--- src/rtl/smp_pkg.sv ---
// Shared constants, keyword tree and types of the command message parser
package smp_pkg;

  // ----------------------------------------------------------------------
  // Character codes
  // ----------------------------------------------------------------------
  localparam logic [7:0] CH_NL = 8'h0A;
  localparam logic [7:0] CH_SPACE = 8'h20;
  localparam logic [7:0] CH_STAR = 8'h2A;
  localparam logic [7:0] CH_COMMA = 8'h2C;
  localparam logic [7:0] CH_COLON = 8'h3A;
  localparam logic [7:0] CH_SEMI = 8'h3B;
  localparam logic [7:0] CH_QUERY = 8'h3F;
  localparam logic [7:0] CH_LBRACK = 8'h5B;
  localparam logic [7:0] CH_LOW_A = 8'h61;
  localparam logic [7:0] CH_LOW_Z = 8'h7A;
  localparam logic [7:0] CH_UP_A = 8'h41;
  localparam logic [7:0] CH_UP_Z = 8'h5A;
  localparam logic [7:0] CASE_BIT = 8'h20;

  // ----------------------------------------------------------------------
  // Sizes and reset values
  // ----------------------------------------------------------------------
  localparam int KW_MAX = 10;               // Longest keyword spelling
  localparam int KW_NUM = 10;               // Keywords known to the tree
  localparam int NODE_NUM = 16;             // Tree nodes, node 0 is root
  localparam logic [1:0] MNEM_LEN = 2'h3;   // Common command letters
  localparam logic [3:0] ROOT_NODE = 4'h0;  // Empty path
  localparam logic [3:0] NPARAM_MAX = 4'hF; // Parameter count saturates

  typedef logic [3:0] smp_node_t;
  typedef logic [3:0] smp_kw_t;

  // ----------------------------------------------------------------------
  // Keyword spellings: long form, long length, short length
  // ----------------------------------------------------------------------
  localparam logic [79:0] KW_TEXT [KW_NUM] = '{
    "SOURCE", "CURRENT", "VOLTAGE", "LEVEL", "IMMEDIATE",
    "TRIGGERED", "PROTECTION", "OUTPUT", "STATE", "CLEAR"};
  localparam logic [3:0] KW_LONG [KW_NUM] = '{
    4'h6, 4'h7, 4'h7, 4'h5, 4'h9, 4'h9, 4'hA, 4'h6, 4'h5, 4'h5};
  localparam logic [3:0] KW_SHORT [KW_NUM] = '{
    4'h4, 4'h4, 4'h4, 4'h3, 4'h3, 4'h4, 4'h4, 4'h4, 4'h4, 4'h3};

  // ----------------------------------------------------------------------
  // Command tree: keyword, parent node and optional flag per node
  // ----------------------------------------------------------------------
  localparam logic [3:0] NODE_KW [NODE_NUM] = '{
    4'h0, 4'h0, 4'h1, 4'h2, 4'h3, 4'h4, 4'h5, 4'h6,
    4'h3, 4'h4, 4'h5, 4'h6, 4'h7, 4'h8, 4'h6, 4'h9};
  localparam logic [3:0] NODE_PAR [NODE_NUM] = '{
    4'h0, 4'h0, 4'h1, 4'h1, 4'h2, 4'h4, 4'h4, 4'h2,
    4'h3, 4'h8, 4'h8, 4'h3, 4'h0, 4'hC, 4'hC, 4'hE};
  localparam logic NODE_OPT [NODE_NUM] = '{
    1'b0, 1'b1, 1'b0, 1'b0, 1'b1, 1'b1, 1'b0, 1'b0,
    1'b1, 1'b1, 1'b0, 1'b0, 1'b0, 1'b1, 1'b0, 1'b0};

  // ----------------------------------------------------------------------
  // Types
  // ----------------------------------------------------------------------
  typedef enum logic [1:0] {
    ERR_NONE,    // Unit parsed cleanly
    ERR_SYNTAX,  // Misplaced character or empty field
    ERR_HEADER,  // Keyword not a known long or short spelling
    ERR_PATH     // Keywords do not chain in the tree
  } smp_err_e;

  typedef struct packed {
    logic common;        // Unit is a common command
    logic query;         // Unit carries a query mark
    smp_err_e err;       // Error found in the unit
    smp_node_t node;     // Resolved tree node, root for common
    logic [3:0] nparam;  // Parameters seen
    logic [23:0] mnem;   // Common command letters, upper case
  } smp_unit_s;

  // ----------------------------------------------------------------------
  // Character helpers
  // ----------------------------------------------------------------------
  function automatic logic is_letter(input logic [7:0] ch);
    return (ch >= CH_UP_A && ch <= CH_UP_Z) ||
           (ch >= CH_LOW_A && ch <= CH_LOW_Z);
  endfunction

  function automatic logic [7:0] to_upper(input logic [7:0] ch);
    return (ch >= CH_LOW_A && ch <= CH_LOW_Z) ? (ch & ~CASE_BIT) : ch;
  endfunction

endpackage

--- src/rtl/smp_kw_match.sv ---
// Case-blind keyword lookup against the long and short spellings
`timescale 1ns/1ps
module smp_kw_match
  import smp_pkg::*;
(
  input wire logic [KW_MAX-1:0][7:0] kw_in,
  input wire logic [3:0] len_in,
  output logic hit_out,
  output smp_kw_t id_out
);

  // ----------------------------------------------------------------------
  // Per-keyword compare
  // ----------------------------------------------------------------------
  logic [KW_NUM-1:0] eq; // One bit per table entry

  for (genvar k = 0; k < KW_NUM; k++) begin : g_kw
    logic eq_b;
    // Only the exact long or short length is legal; other cuts miss
    always_comb begin
      eq_b = (len_in != 4'h0) &&
             (len_in == KW_LONG[k] || len_in == KW_SHORT[k]);
      for (int i = 0; i < KW_MAX; i++) begin
        // Bytes past this entry's long spelling are never indexed
        if (4'(i) < len_in && 4'(i) < KW_LONG[k]) begin
          // Text is right aligned, so char i sits long-1-i bytes up
          if (to_upper(kw_in[i]) !=
              KW_TEXT[k][8*(int'(KW_LONG[k])-1-i) +: 8]) begin
            eq_b = 1'b0;
          end
        end
      end
    end
    assign eq[k] = eq_b;
  end

  // ----------------------------------------------------------------------
  // Encode; spellings are unique so at most one entry hits
  // ----------------------------------------------------------------------
  always_comb begin
    hit_out = 1'b0;
    id_out = 4'h0;
    for (int k = 0; k < KW_NUM; k++) begin
      if (eq[k]) begin
        hit_out = 1'b1;
        id_out = 4'(k);
      end
    end
  end

endmodule // smp_kw_match

--- src/rtl/smp_parser.sv ---
// Command message parser: splits units, tracks the path, flags errors
`timescale 1ns/1ps

module smp_parser
  import smp_pkg::*;
(
  input wire logic clk_in,
  input wire logic nrst_in,
  input wire logic [7:0] char_in,
  input wire logic char_valid_in,
  input wire logic eoi_in,
  input wire logic resp_pending_in,
  output logic unit_valid_out,
  output smp_unit_s unit_out,
  output smp_node_t path_out,
  output logic qint_err_out,
  output logic resp_flush_out
);

  // ----------------------------------------------------------------------
  // State
  // ----------------------------------------------------------------------
  typedef enum logic [2:0] {
    ST_UNIT,    // Waiting for the first character of a unit
    ST_KW,      // Collecting a keyword
    ST_COMMON,  // Collecting common command letters
    ST_AFTQ,    // Just after a query mark
    ST_PARAM,   // In the parameter list
    ST_SKIP     // Error seen, drop until the unit ends
  } smp_state_e;

  smp_state_e state_r, state_nxt;
  logic [KW_MAX-1:0][7:0] kwbuf_r, kwbuf_nxt; // Keyword text so far
  logic [3:0] kwlen_r, kwlen_nxt;             // Keyword length
  smp_node_t cur_r, cur_nxt;                  // Node reached so far
  smp_node_t prev_r, prev_nxt;                // Node before last keyword
  smp_node_t path_r, path_nxt;                // Inherited command path
  logic msg_start_r, msg_start_nxt;           // Next char opens message
  logic query_r, query_nxt;
  logic common_r, common_nxt;
  logic [23:0] mnem_r, mnem_nxt;
  logic [1:0] mlen_r, mlen_nxt;               // Common letters seen
  logic [3:0] nparam_r, nparam_nxt;
  logic pchars_r, pchars_nxt;                 // Current parameter not empty
  smp_err_e err_r, err_nxt;
  smp_unit_s unit_r, unit_nxt;
  logic unit_valid_r, unit_valid_nxt;
  logic qint_r, qint_nxt;
  logic flush_r, flush_nxt;

  // Decode of the incoming character
  logic term;      // Message terminator on this character
  logic sep;       // Unit ends on this character
  logic end_unit;  // A unit ends on this character, emitted the next cycle
  logic do_res;    // Resolve the collected keyword
  logic [KW_MAX-1:0][7:0] kw_cand;
  logic [3:0] len_cand;
  logic kw_hit;
  smp_kw_t kw_id;
  logic [4:0] res;  // Found flag and node

  // ----------------------------------------------------------------------
  // Tree walk helpers
  // ----------------------------------------------------------------------
  // Parent p is reachable from c directly or across up to two optional
  // levels; deeper optional chains do not exist in this tree.
  function automatic logic reach(input smp_node_t p, input smp_node_t c);
    smp_node_t pp;
    pp = NODE_PAR[p];
    return (p == c) ||
           (NODE_OPT[p] && (pp == c ||
            (NODE_OPT[pp] && NODE_PAR[pp] == c)));
  endfunction

  // Child of c carrying keyword k, skipping optional levels
  function automatic logic [4:0] resolve(input smp_node_t c,
                                         input smp_kw_t k);
    logic [4:0] r;
    r = 5'h00;
    for (int n = 1; n < NODE_NUM; n++) begin
      if (!r[4] && NODE_KW[n] == k && reach(NODE_PAR[n], c)) begin
        r = {1'b1, 4'(n)};
      end
    end
    return r;
  endfunction

  // ----------------------------------------------------------------------
  // Keyword candidate: buffer plus this letter
  // ----------------------------------------------------------------------
  // A letter that carries the end signal must still be part of the
  // keyword, so lookup sees the appended text, not the stored one.
  always_comb begin
    kw_cand = kwbuf_r;
    len_cand = kwlen_r;
    if (char_valid_in && state_r == ST_KW && is_letter(char_in) &&
        kwlen_r < 4'(KW_MAX)) begin
      kw_cand[kwlen_r] = char_in;
      len_cand = kwlen_r + 4'h1;
    end
  end

  smp_kw_match u_kw (
    .kw_in(kw_cand),
    .len_in(len_cand),
    .hit_out(kw_hit),
    .id_out(kw_id)
  );

  assign res = resolve(cur_r, kw_id);
  assign term = char_valid_in && (char_in == CH_NL || eoi_in);
  assign sep = (char_in == CH_SEMI) || term;

  // ----------------------------------------------------------------------
  // Next state of the parser
  // ----------------------------------------------------------------------
  always_comb begin
    state_nxt = state_r;
    kwbuf_nxt = kw_cand;
    kwlen_nxt = len_cand;
    cur_nxt = cur_r;
    prev_nxt = prev_r;
    path_nxt = path_r;
    msg_start_nxt = msg_start_r;
    query_nxt = query_r;
    common_nxt = common_r;
    mnem_nxt = mnem_r;
    mlen_nxt = mlen_r;
    nparam_nxt = nparam_r;
    pchars_nxt = pchars_r;
    err_nxt = err_r;
    unit_nxt = unit_r;
    unit_valid_nxt = 1'b0;
    qint_nxt = 1'b0;
    flush_nxt = 1'b0;
    do_res = 1'b0;
    end_unit = 1'b0;
    if (char_valid_in) begin
      // First character of a message while a reply is still unread
      if (msg_start_r) begin
        msg_start_nxt = 1'b0;
        if (resp_pending_in) begin
          qint_nxt = 1'b1;
          flush_nxt = 1'b1;
        end
      end
      unique case (state_r)
        ST_UNIT: begin
          if (char_in == CH_COLON) begin
            cur_nxt = ROOT_NODE;
            state_nxt = ST_KW;
          end else if (char_in == CH_STAR) begin
            common_nxt = 1'b1;
            state_nxt = ST_COMMON;
          end else if (is_letter(char_in)) begin
            cur_nxt = path_r;
            kwbuf_nxt[0] = char_in;
            kwlen_nxt = 4'h1;
            state_nxt = ST_KW;
            // A lone letter ending the message is no keyword
            if (term) begin
              err_nxt = ERR_HEADER;
            end
          end else if (!sep && char_in != CH_SPACE) begin
            // Notation brackets and bars land here as well
            err_nxt = ERR_SYNTAX;
            state_nxt = ST_SKIP;
          end
        end
        ST_KW: begin
          if (sep || char_in == CH_COLON || char_in == CH_SPACE ||
              char_in == CH_QUERY) begin
            do_res = 1'b1;
            if (char_in == CH_COLON) begin
              kwlen_nxt = 4'h0;
            end
            if (char_in == CH_SPACE) begin
              state_nxt = ST_PARAM;
            end
            if (char_in == CH_QUERY) begin
              query_nxt = 1'b1;
              state_nxt = ST_AFTQ;
            end
          end else if (is_letter(char_in)) begin
            // Longer than any spelling: cannot match
            if (kwlen_r == 4'(KW_MAX)) begin
              err_nxt = ERR_HEADER;
              state_nxt = ST_SKIP;
            end
          end else begin
            err_nxt = ERR_SYNTAX;
            state_nxt = ST_SKIP;
          end
        end
        ST_COMMON: begin
          if (is_letter(char_in) && mlen_r < MNEM_LEN) begin
            mnem_nxt = {mnem_r[15:0], to_upper(char_in)};
            mlen_nxt = mlen_r + 2'h1;
          end else if (mlen_r != MNEM_LEN) begin
            err_nxt = ERR_SYNTAX;
            state_nxt = ST_SKIP;
          end else if (char_in == CH_QUERY) begin
            query_nxt = 1'b1;
            state_nxt = ST_AFTQ;
          end else if (char_in == CH_SPACE) begin
            state_nxt = ST_PARAM;
          end else if (!sep) begin
            err_nxt = ERR_SYNTAX;
            state_nxt = ST_SKIP;
          end
        end
        ST_AFTQ: begin
          // Only a blank or the end of the unit may follow the mark
          if (char_in == CH_SPACE) begin
            state_nxt = ST_PARAM;
          end else if (!sep) begin
            err_nxt = ERR_SYNTAX;
            state_nxt = ST_SKIP;
          end
        end
        ST_PARAM: begin
          if (char_in == CH_COMMA) begin
            if (!pchars_r) begin
              err_nxt = ERR_SYNTAX;
              state_nxt = ST_SKIP;
            end else begin
              if (nparam_r != NPARAM_MAX) begin
                nparam_nxt = nparam_r + 4'h1;
              end
              pchars_nxt = 1'b0;
            end
          end else if (char_in != CH_SPACE && char_in != CH_NL &&
                       char_in != CH_SEMI) begin
            // Parameter text is not interpreted here
            pchars_nxt = 1'b1;
          end
        end
        ST_SKIP: begin
          // Drop characters until the unit boundary
        end
      endcase

      // Keyword lookup and tree step
      if (do_res) begin
        if (len_cand == 4'h0) begin
          err_nxt = ERR_SYNTAX;
        end else if (!kw_hit) begin
          err_nxt = ERR_HEADER;
        end else if (!res[4]) begin
          err_nxt = ERR_PATH;
        end else begin
          prev_nxt = cur_r;
          cur_nxt = res[3:0];
        end
        if (err_nxt != ERR_NONE) begin
          state_nxt = ST_SKIP;
        end
      end

      // Unit boundary; empty units between separators are dropped
      end_unit = sep && (state_r != ST_UNIT || err_nxt != ERR_NONE);
      if (end_unit) begin
        if (state_r == ST_PARAM) begin
          if (pchars_nxt && nparam_nxt != NPARAM_MAX) begin
            nparam_nxt = nparam_nxt + 4'h1;
          end else if (!pchars_nxt) begin
            err_nxt = ERR_SYNTAX;
          end
        end
        unit_nxt.common = common_nxt;
        unit_nxt.query = query_nxt;
        unit_nxt.err = err_nxt;
        unit_nxt.node = common_nxt ? ROOT_NODE : cur_nxt;
        unit_nxt.nparam = nparam_nxt;
        unit_nxt.mnem = common_nxt ? mnem_nxt : 24'h00_0000;
        unit_valid_nxt = 1'b1;
        if (!common_nxt && err_nxt == ERR_NONE) begin
          path_nxt = prev_nxt;
        end
        // Common units fall through with the path untouched
        state_nxt = ST_UNIT;
        kwlen_nxt = 4'h0;
        query_nxt = 1'b0;
        common_nxt = 1'b0;
        mlen_nxt = 2'h0;
        mnem_nxt = 24'h00_0000;
        nparam_nxt = 4'h0;
        pchars_nxt = 1'b0;
        err_nxt = ERR_NONE;
      end
      if (term) begin
        state_nxt = ST_UNIT;
        path_nxt = ROOT_NODE;
        msg_start_nxt = 1'b1;
      end
    end
  end

  // ----------------------------------------------------------------------
  // Parser registers
  // ----------------------------------------------------------------------
  always_ff @(posedge clk_in) begin
    if (!nrst_in) begin
      state_r <= ST_UNIT;
      kwbuf_r <= '0;
      kwlen_r <= 4'h0;
      cur_r <= ROOT_NODE;
      prev_r <= ROOT_NODE;
      path_r <= ROOT_NODE;
      msg_start_r <= 1'b1;
      query_r <= 1'b0;
      common_r <= 1'b0;
      mnem_r <= 24'h00_0000;
      mlen_r <= 2'h0;
      nparam_r <= 4'h0;
      pchars_r <= 1'b0;
      err_r <= ERR_NONE;
      unit_r <= '0;
      unit_valid_r <= 1'b0;
      qint_r <= 1'b0;
      flush_r <= 1'b0;
    end else begin
      state_r <= state_nxt;
      kwbuf_r <= kwbuf_nxt;
      kwlen_r <= kwlen_nxt;
      cur_r <= cur_nxt;
      prev_r <= prev_nxt;
      path_r <= path_nxt;
      msg_start_r <= msg_start_nxt;
      query_r <= query_nxt;
      common_r <= common_nxt;
      mnem_r <= mnem_nxt;
      mlen_r <= mlen_nxt;
      nparam_r <= nparam_nxt;
      pchars_r <= pchars_nxt;
      err_r <= err_nxt;
      unit_r <= unit_nxt;
      unit_valid_r <= unit_valid_nxt;
      qint_r <= qint_nxt;
      flush_r <= flush_nxt;
    end
  end

  assign unit_valid_out = unit_valid_r;
  assign unit_out = unit_r;
  assign path_out = path_r;
  assign qint_err_out = qint_r;
  assign resp_flush_out = flush_r;
endmodule // smp_parser

--- config.mk ---
export PLATFORM = sky130hd
export DESIGN_NAME = smp_parser
export DESIGN_NICKNAME = d
export VERILOG_FILES = /design/src/rtl/smp_pkg.sv /design/src/rtl/smp_kw_match.sv /design/src/rtl/smp_parser.sv
export SDC_FILE = /design/constraint.sdc
export NUM_CORES = 1
export LEC_CHECK = 0
export ABC_AREA = 1
export ABC_CLOCK_PERIOD_IN_PS = 13410
export CORE_UTILIZATION = 50
export CTS_CLUSTER_SIZE = 28
export DETAILED_ROUTE_END_ITERATION = 8
export DONT_BUFFER_PORTS = 1
export HOLD_SLACK_MARGIN = 0.05
export PLACE_DENSITY = 0.67
export SLEW_MARGIN = 15
export SYNTH_ARGS = -nofsm -noshare
export SYNTH_HDL_FRONTEND = slang
export SYNTH_HIERARCHICAL = 1
export SYNTH_SLANG_ARGS = --single-unit
export TNS_END_PERCENT = 20
--- constraint.sdc ---
create_clock -name clk_in -period 13.41 [get_ports clk_in]
set_clock_uncertainty 0.2 [all_clocks]
set_input_delay 0.6705 -clock clk_in [delete_from_list [all_inputs] [get_ports clk_in]]
set_output_delay 0.6705 -clock clk_in [all_outputs]
set_load 0.05 [all_outputs]
* After elaboration in Yosys (flattened, before gate mapping)
Index checks and enable logic that the tools add are counted.
** Word-level totals
- Bits in read-only memories :: 0
- Output and inout port bits :: 43
- Bits in latches :: 0
- Memories :: 0
- Bits in registers :: 173
- Logic and storage cells :: 585
- Bits in writable memories :: 0
** Operators by class
- $lt $le $gt $ge :: 38
- Bitwise operators :: 0
- Shifts and indexed selects :: 0
- Div/mod/pow operators :: 0
- Multiplexer cells :: 304
- Reductions and logical operators :: 111
- Equality and inequality tests :: 97
- Multiply operators :: 0
- Add/sub/neg operators :: 4
** Operators with widths (count)
- $ne A8 B7 Y1 const B :: 56
- $mux W1 :: 170
- $mux W4 :: 34
- $ge A8 B7 Y1 const B :: 12
- $le A8 B7 Y1 const B :: 12
- $mux W24 :: 4
- $bwmux W80 :: 1
- $mux W80 :: 1
- $mux W5 :: 15
- $mux W3 :: 24
- $mux W2 :: 33
- $mux W6 :: 11
- $logic_and A1 B1 Y1 :: 60
- $eq A8 B6 Y1 const B :: 6
- $mux W8 :: 6
- $demux W8 S4 :: 1
- $eq A3 B4 Y1 const A :: 5
- $eq A4 B4 Y1 const A :: 5
- $logic_or A1 B1 Y1 :: 17
- $eq A2 B4 Y1 const A :: 4
- $eq A4 B3 Y1 const B :: 4
- $logic_not A1 Y1 :: 16
- $lt A3 B4 Y1 const A :: 4
- $ne A8 B6 Y1 const B :: 2
- other kinds (31) :: 51

* Depth between registers and ports, before layout
Gate-level depths: netlist (run 1).
- Depth after elaboration :: 110
- Depth in mapped cells :: 47

* Cells and area by module
The synthesis (run 1) kept the hierarchy.
** Modules (own cells, without submodules)
- smp_parser :: cells an instance 1252, area each 8585.7 sq um, times used 1
- smp_kw_match :: cells an instance 418, area each 1923.1 sq um, times used 1

* Worst setup path before layout (run 1)
OpenSTA, ideal clock, no wires.
- Path kind :: in2reg
- From :: in char_in[0]
- To :: reg unit_r (netlist bit unit_out[13])
- Buffers on the path :: 3
- Data required time :: 13.123 ns
- Arrival :: 5.147 ns
- Library setup time :: 0.087 ns
- Path slack :: 7.976 ns
- Stages :: 40
- Cells stage by stage :: buf_2 -> nand2_1 -> nand2_1 -> nand3_1 -> nand3_4 -> nor2_4 -> inv_1 -> nor3_1 -> inv_1 -> clkbuf_1 -> a21oi_1 -> nor2_1 -> nand3_1 -> nand2_2 -> nand2_4 -> nand3_2 -> o21ai_1 -> nand2_1 -> [... 4 more ...] -> inv_1 -> nand2_1 -> nor3_1 -> nand3_1 -> nand4_1 -> nor2_1 -> nand4_1 -> nor2_1 -> nand4_1 -> nand3_1 -> a21oi_2 -> nand2_2 -> nand3_2 -> nand2_1 -> inv_2 -> buf_4 -> nand2_1 -> o31ai_1
** RTL lines
- start, declared :: line smp_parser.sv:9 : input wire logic [7:0] char_in,
- end signal, assigned :: line smp_parser.sv:337 : unit_r <= unit_nxt;
- end, declared :: line smp_parser.sv:46 : smp_unit_s unit_r, unit_nxt;

==> results of run 1 <==
[power groups by stage]
| stage | clock network (mW) | registers, mW | logic [mW] |
|---|---|---|---|
| after CTS | 0.535 | 0.519 | 0.0715 |
| final | 0.526 | 0.519 | 0.0721 |
| after global routing | 0.557 | 0.520 | 0.0803 |
| after floorplan | 0 | 0.529 | 0.0588 |
| after detailed placement | 0 | 0.531 | 0.0712 |
| after global placement | 0 | 0.531 | 0.0718 |
[final cells by class]
class	instances	area [µm²]
inverters	315	1180
clock inverters	15	215
well taps	270	338
multi-input cells	1123	5580
fillers	2112	9170
repair buffers	3	22.5
flip-flops and latches	171	3420
clock buffers	17	425
[metal layers]
layer  vias up  global-route usage [%]
met4         0                    11.7
met5         -                       0
met3        74                    4.31
li1       5184                       -
met1      4477                    34.8
met2       336                    43.6
[sequential cells by signal, indices dropped and copies added, names as in the netlist, 3 cells and up]
| register | flops |
|---|---|
| prev_r | 4 |
| kwlen_r | 4 |
| nparam_r | 4 |
| unit_out | 36 |
| state_r | 3 |
| cur_r | 4 |
| kwbuf_r | 78 |
| path_out | 4 |
| mnem_r | 24 |
[worst paths after layout]
check | startpoint | endpoint | slack [ps]
hold / removal | resp_pending_in | resp_flush_out | 130
setup / recovery | state_r[0] | mnem_r[12] | 6590
hold reg to reg | kwbuf_r[79] | kwbuf_r[79] | 240
setup reg to reg | state_r[0] | mnem_r[12] | 6590
[per-stage QoR]
stage | cells | setup WS (ps) | util [%] | hold WS (ps)
floorplan | 1658 | 7980 | - | 210
global placement | 1882 | 6530 | 51.8 | 226
detailed placement | 1882 | 6470 | 51.8 | 236
CTS | 1914 | 6700 | 55.0 | 131
global route | 1914 | 5800 | 55.0 | 127
finish | 1914 | 6590 | 55.0 | 132
==> flow_metrics.tcl, run 1 <==
set metrics [dict create \
    status "completed" \
    worstHoldPathCells 2 \
    power_report.internal_total_uw 787 \
    final_cell_mix "nand2_1, inv_1, nor2_1, dfxtp_1, nand3_1" \
    route.top_layer_used "met4" \
    post-route-drc-count 0 \
    clock_power_share_pct 47.1 \
    critical_path.most_common_cell "nor2_1" \
    met3RoutedLength_um 1540 \
    final_cell_area_um2 11200 \
    postCtsResizedCells 0 \
    timing.critical_path.slowest_stage_cell "nor2_1" \
    data_required_time_at_the_worst_endpoint_ps 13520 \
    core_area_um2 20400 \
    htree_levels 4 \
    worst-path-max-fanout 21 \
    clk_pin_slew_ps 90 \
    worst_max_slew_pin_slew_ps 934 \
    worst_path_dominant_cell_family "simple AND/OR/NAND/NOR gates" \
    buffers_added_on_ports 0 \
    pins_over_slew_limit 0 \
    post_route_cells_drive_above_1_share_pct 10.4 \
    detailedPlacementHpwl_um 20500 \
    fin_crit_ps 6820 \
    critical_path_cell_count 38 \
    antenna_violating_nets_post_route 0 \
    seqPwrFrac_pct 46.5 \
    worst-path-buf-inv 4 \
    postRouteWirelength_um 28000 \
    fp-row-count 52 \
    first_global_vias 9096 \
    nets 1651 \
    setup_repair_after_global_routing_missed_its_margin "no" \
    drv.max_cap_violation_count 0 \
    r2r_cells 38 \
    cts_buffer_depth 2 \
    final_min_period_over_clock_period_pct 50.9 \
    dr.first_iter.drc_count 710 \
    inserted_clock_buffers 17 \
    tritoncts "built" \
    mostFrequentLayoutCell "nand2_1" \
    tns_ps 0 \
    globalplace.congestion 0.987 \
    synthesized_cell_area_um2 10400 \
    firstDrtPassIters 5 \
    mappedNetlistNets 1678 \
    clkLatencyLatePin_ps 450 \
    pwr_density_cell_nw_per_um2 99.9 \
    maxSlewHeadroom_pct 37.5 \
    switching_part_of_the_total_pct 29.5 \
    syn_avg_cell_area_um2 6.29 \
    hold_path_class "input port to flip-flop" \
    timing.final.setup_violations 0 \
    routedLengthMet1_um 12800 \
    max-vdd-ir-drop_v 0.0000830 \
    cts-hold-fix-buffers 0 \
    cts_num_sinks 171 \
    grt_antenna_before_repair 0 \
    timing.critical_path.slowest_cell_delay_ps 640 \
    static-leakage-power_nw 4.65 \
    root_buffer "clkbuf_16" \
    routed_via_density 5.26 \
    placed_cell_area_um2 10600 \
    globalRouteTotalUtil_pct 26.7 \
    n_diodes 0 \
    hold_violations 0 \
    netlist_instances 1658 \
    drt-wirelength-per-cell_um 14.6 \
    worstSetupEndpointType "flip-flop" \
    worst-endpoint-arrival_ps 6930 \
    dr_total_vias 10071 \
    die_y_um 146 \
    combPwrFrac_pct 6.5 \
    netSwitchingPower_uw 330 \
    met2_length_um 12700 \
    area_growth_syn_to_layout_pct 7.37 \
    worstSetupPathType "flip-flop to flip-flop" \
    grt_pass1_wl_um 45900 \
    die_width_um 146 \
    cts.repair_timing.setup_buffer_count 0 \
    grt_max_degree 75 \
    grt.overflow.total 0 \
    num_io_pins 56 \
    finalPower_mw 1.12 \
    maxClockFrequency_mhz 147 \
    floorplan.initialDensity_pct 51.2 \
    synth-warning-count 6 \
    die_area_um2 21400 \
    crit_path_start_kind "flip-flop" \
]
(Power assumes the default switching activity.)
==> inputs of run 2 (changes only) <==
--- a/config.mk
+++ b/config.mk
@@ -6,13 +6,13 @@
 export NUM_CORES = 1
 export LEC_CHECK = 0
 export ABC_AREA = 1
-export ABC_CLOCK_PERIOD_IN_PS = 13410
+export ABC_CLOCK_PERIOD_IN_PS = 5500
 export CORE_UTILIZATION = 50
 export CTS_CLUSTER_SIZE = 28
 export DETAILED_ROUTE_END_ITERATION = 8
 export DONT_BUFFER_PORTS = 1
 export HOLD_SLACK_MARGIN = 0.05
-export PLACE_DENSITY = 0.67
+export PLACE_DENSITY = 0.7
 export SLEW_MARGIN = 15
 export SYNTH_ARGS = -nofsm -noshare
 export SYNTH_HDL_FRONTEND = slang
==> constraint.sdc (replaced) <==
create_clock -name clk_in -period 5.5 [get_ports clk_in]
set_clock_uncertainty 0.2 [all_clocks]
set_input_delay 0.275 -clock clk_in [delete_from_list [all_inputs] [get_ports clk_in]]
set_output_delay 0.275 -clock clk_in [all_outputs]
set_load 0.05 [all_outputs]
==> run 2 against run 1 <==
  * The flow now finishes with violations (hold timing)
  * Die area did not move
  * Power rose to 2.5 times the previous value
  * Count of clock-buffer cells in the layout did not move
  * Clock power rose to 2.5 times the previous value
  * Sequential power rose by 140%
  * Cell count rose by 9.6%
  * Flip-flop and latch count did not move
  * Via count rose by 8.6%
  * Design area rose by 17%
  * Largest power group unchanged
==> flow_metrics.tcl, run 2 (synthesis results as in run 1) <==
set metrics [dict create \
    status "finished, violations left" \
    failing_checks "hold timing" \
    setup_repair_after_global_routing_missed_its_margin "yes" \
    grt.overflow.total 0 \
    cts_buffer_depth 2 \
    cts_num_sinks 171 \
    worst-path-max-fanout 6 \
    max-vdd-ir-drop_v 0.000183 \
    firstDrtPassIters 5 \
    dr.first_iter.drc_count 838 \
    mostFrequentLayoutCell "nand2_1" \
    critical_path.most_common_cell "nor2_1" \
    placed_cell_area_um2 11600 \
    timing.final.setup_violations 0 \
    final_min_period_over_clock_period_pct 98.5 \
    final_cell_area_um2 13100 \
    grt_antenna_before_repair 0 \
    buffers_added_on_ports 0 \
    postRouteWirelength_um 30400 \
    root_buffer "clkbuf_16" \
    largest_register_ffs 78 \
    maxSlewHeadroom_pct 38.0 \
    die_y_um 146 \
    hold_start "nrst_in" \
    place_inst 2017 \
    worstSetupPathType "flip-flop to flip-flop" \
    htree_levels 4 \
    worst_hold_slack_ps -215 \
    final_cell_mix "nand2_1, inv_1, nor2_1, dfxtp_1, buf_4" \
    antenna_violating_nets_post_route 0 \
    pins_over_slew_limit 0 \
    post-route-drc-count 0 \
    max_flop_register "kwbuf_r" \
    filler_cell_count 1856 \
    setup_slack_placement_ps 28.8 \
    floorplan.initialDensity_pct 51.2 \
    n_diodes 0 \
    drv.max_cap_violation_count 0 \
    hold_violations 17 \
    num_io_pins 56 \
    reg2reg_from "state_r[0]" \
    first_global_vias 9985 \
    worstSetupEndpointType "flip-flop" \
    post_route_cells_drive_above_1_share_pct 22.3 \
    globalRouteTotalUtil_pct 27.6 \
    setup.worst_path.start "state_r[0]" \
    final_cell_count_no_fill 2097 \
    maxClockFrequency_mhz 185 \
    pwr_density_cell_nw_per_um2 216 \
    detailedPlacementHpwl_um 21100 \
    timing.critical_path.slowest_cell_delay_ps 350 \
    fin_crit_ps 5420 \
    worst_max_slew_pin_slew_ps 929 \
    worst-endpoint-arrival_ps 5550 \
    timing.critical_path.slowest_stage_cell "dfxtp_2" \
    dr_total_vias 10933 \
    tritoncts "built" \
    die_width_um 146 \
    globalplace.congestion 0.953 \
    crit_path_start_kind "flip-flop" \
    data_required_time_at_the_worst_endpoint_ps 5630 \
    cts-hold-fix-buffers 18 \
    die_area_um2 21400 \
    area_growth_syn_to_layout_pct 25.4 \
    finalPower_mw 2.82 \
    static-leakage-power_nw 5.55 \
    grt_pass1_wl_um 47800 \
    clk_pin_slew_ps 80 \
    core_area_um2 20400 \
    routed_via_density 5.21 \
    grt_max_degree 73 \
    inserted_clock_buffers 17 \
    final_critical_path_setup_slack_ps 80.7 \
    clkLatencyLatePin_ps 440 \
    hold_path_class "input port to flip-flop" \
    nets 1834 \
    drt-wirelength-per-cell_um 14.5 \
    fp-row-count 52 \
]
-- run 2: per-stage QoR --
stage	utilization, %	setup TNS (ps)
finish	64.2	0
detailed placement	56.9	0
CTS	61.0	0
global placement	56.9	0
floorplan	-	0
global route	64.2	-21540
-- run 2: path summary, 6_finish.rpt --
kind                    end  slack, ps  cells after the start
max             path_out[0]         80                     44
min            unit_out[32]       -210                      2
max reg2reg     path_out[0]         80                     44
min reg2reg  resp_flush_out        240                      2
-- run 2: layout make-up --
type | instances | area, µm² | share of cell area, %
clock inverters | 15 | 239 | 1.83
flip-flops and latches | 171 | 3430 | 26.2
repair buffers | 184 | 1500 | 11.5
repair inverters | 2 | 15.0 | 0.115
multi-input cells | 1123 | 5920 | 45.3
clock buffers | 17 | 425 | 3.26
inverters | 315 | 1200 | 9.21
well taps | 270 | 338 | 2.59
-- run 2: layer usage --
layer | routed length, µm | global-route usage (%) | vias to the layer above
met5 | 0 | 0 | -
met4 | 1130 | 13.7 | 0
met3 | 1430 | 4.59 | 73
met2 | 14400 | 46.1 | 337
met1 | 13400 | 34.3 | 4957
li1 | - | - | 5566
-- run 2: timing repair --
action,in CTS,in global routing
pin swaps,0,39
endpoints found under the setup margin,2,91
hold endpoints to repair,81,17
resized for setup,1,129
gates cloned,0,3
buffers inserted,0,27
-- run 2: where the power goes --
group,switching [mW],internal [mW]
clock,0.607,0.713
combinational,0.159,0.0799
sequential,0.0186,1.25
total,0.785,2.04
-- run 2: worst max-delay path: cells and delay by family, from the launching register on --
kind / cells / cell delay (ps)
AND/OR/NAND/NOR: 33 / 3300
flip-flops: 1 / 350
buffers and inverters: 9 / 1170
AO/OA/AOI/OAI: 2 / 260
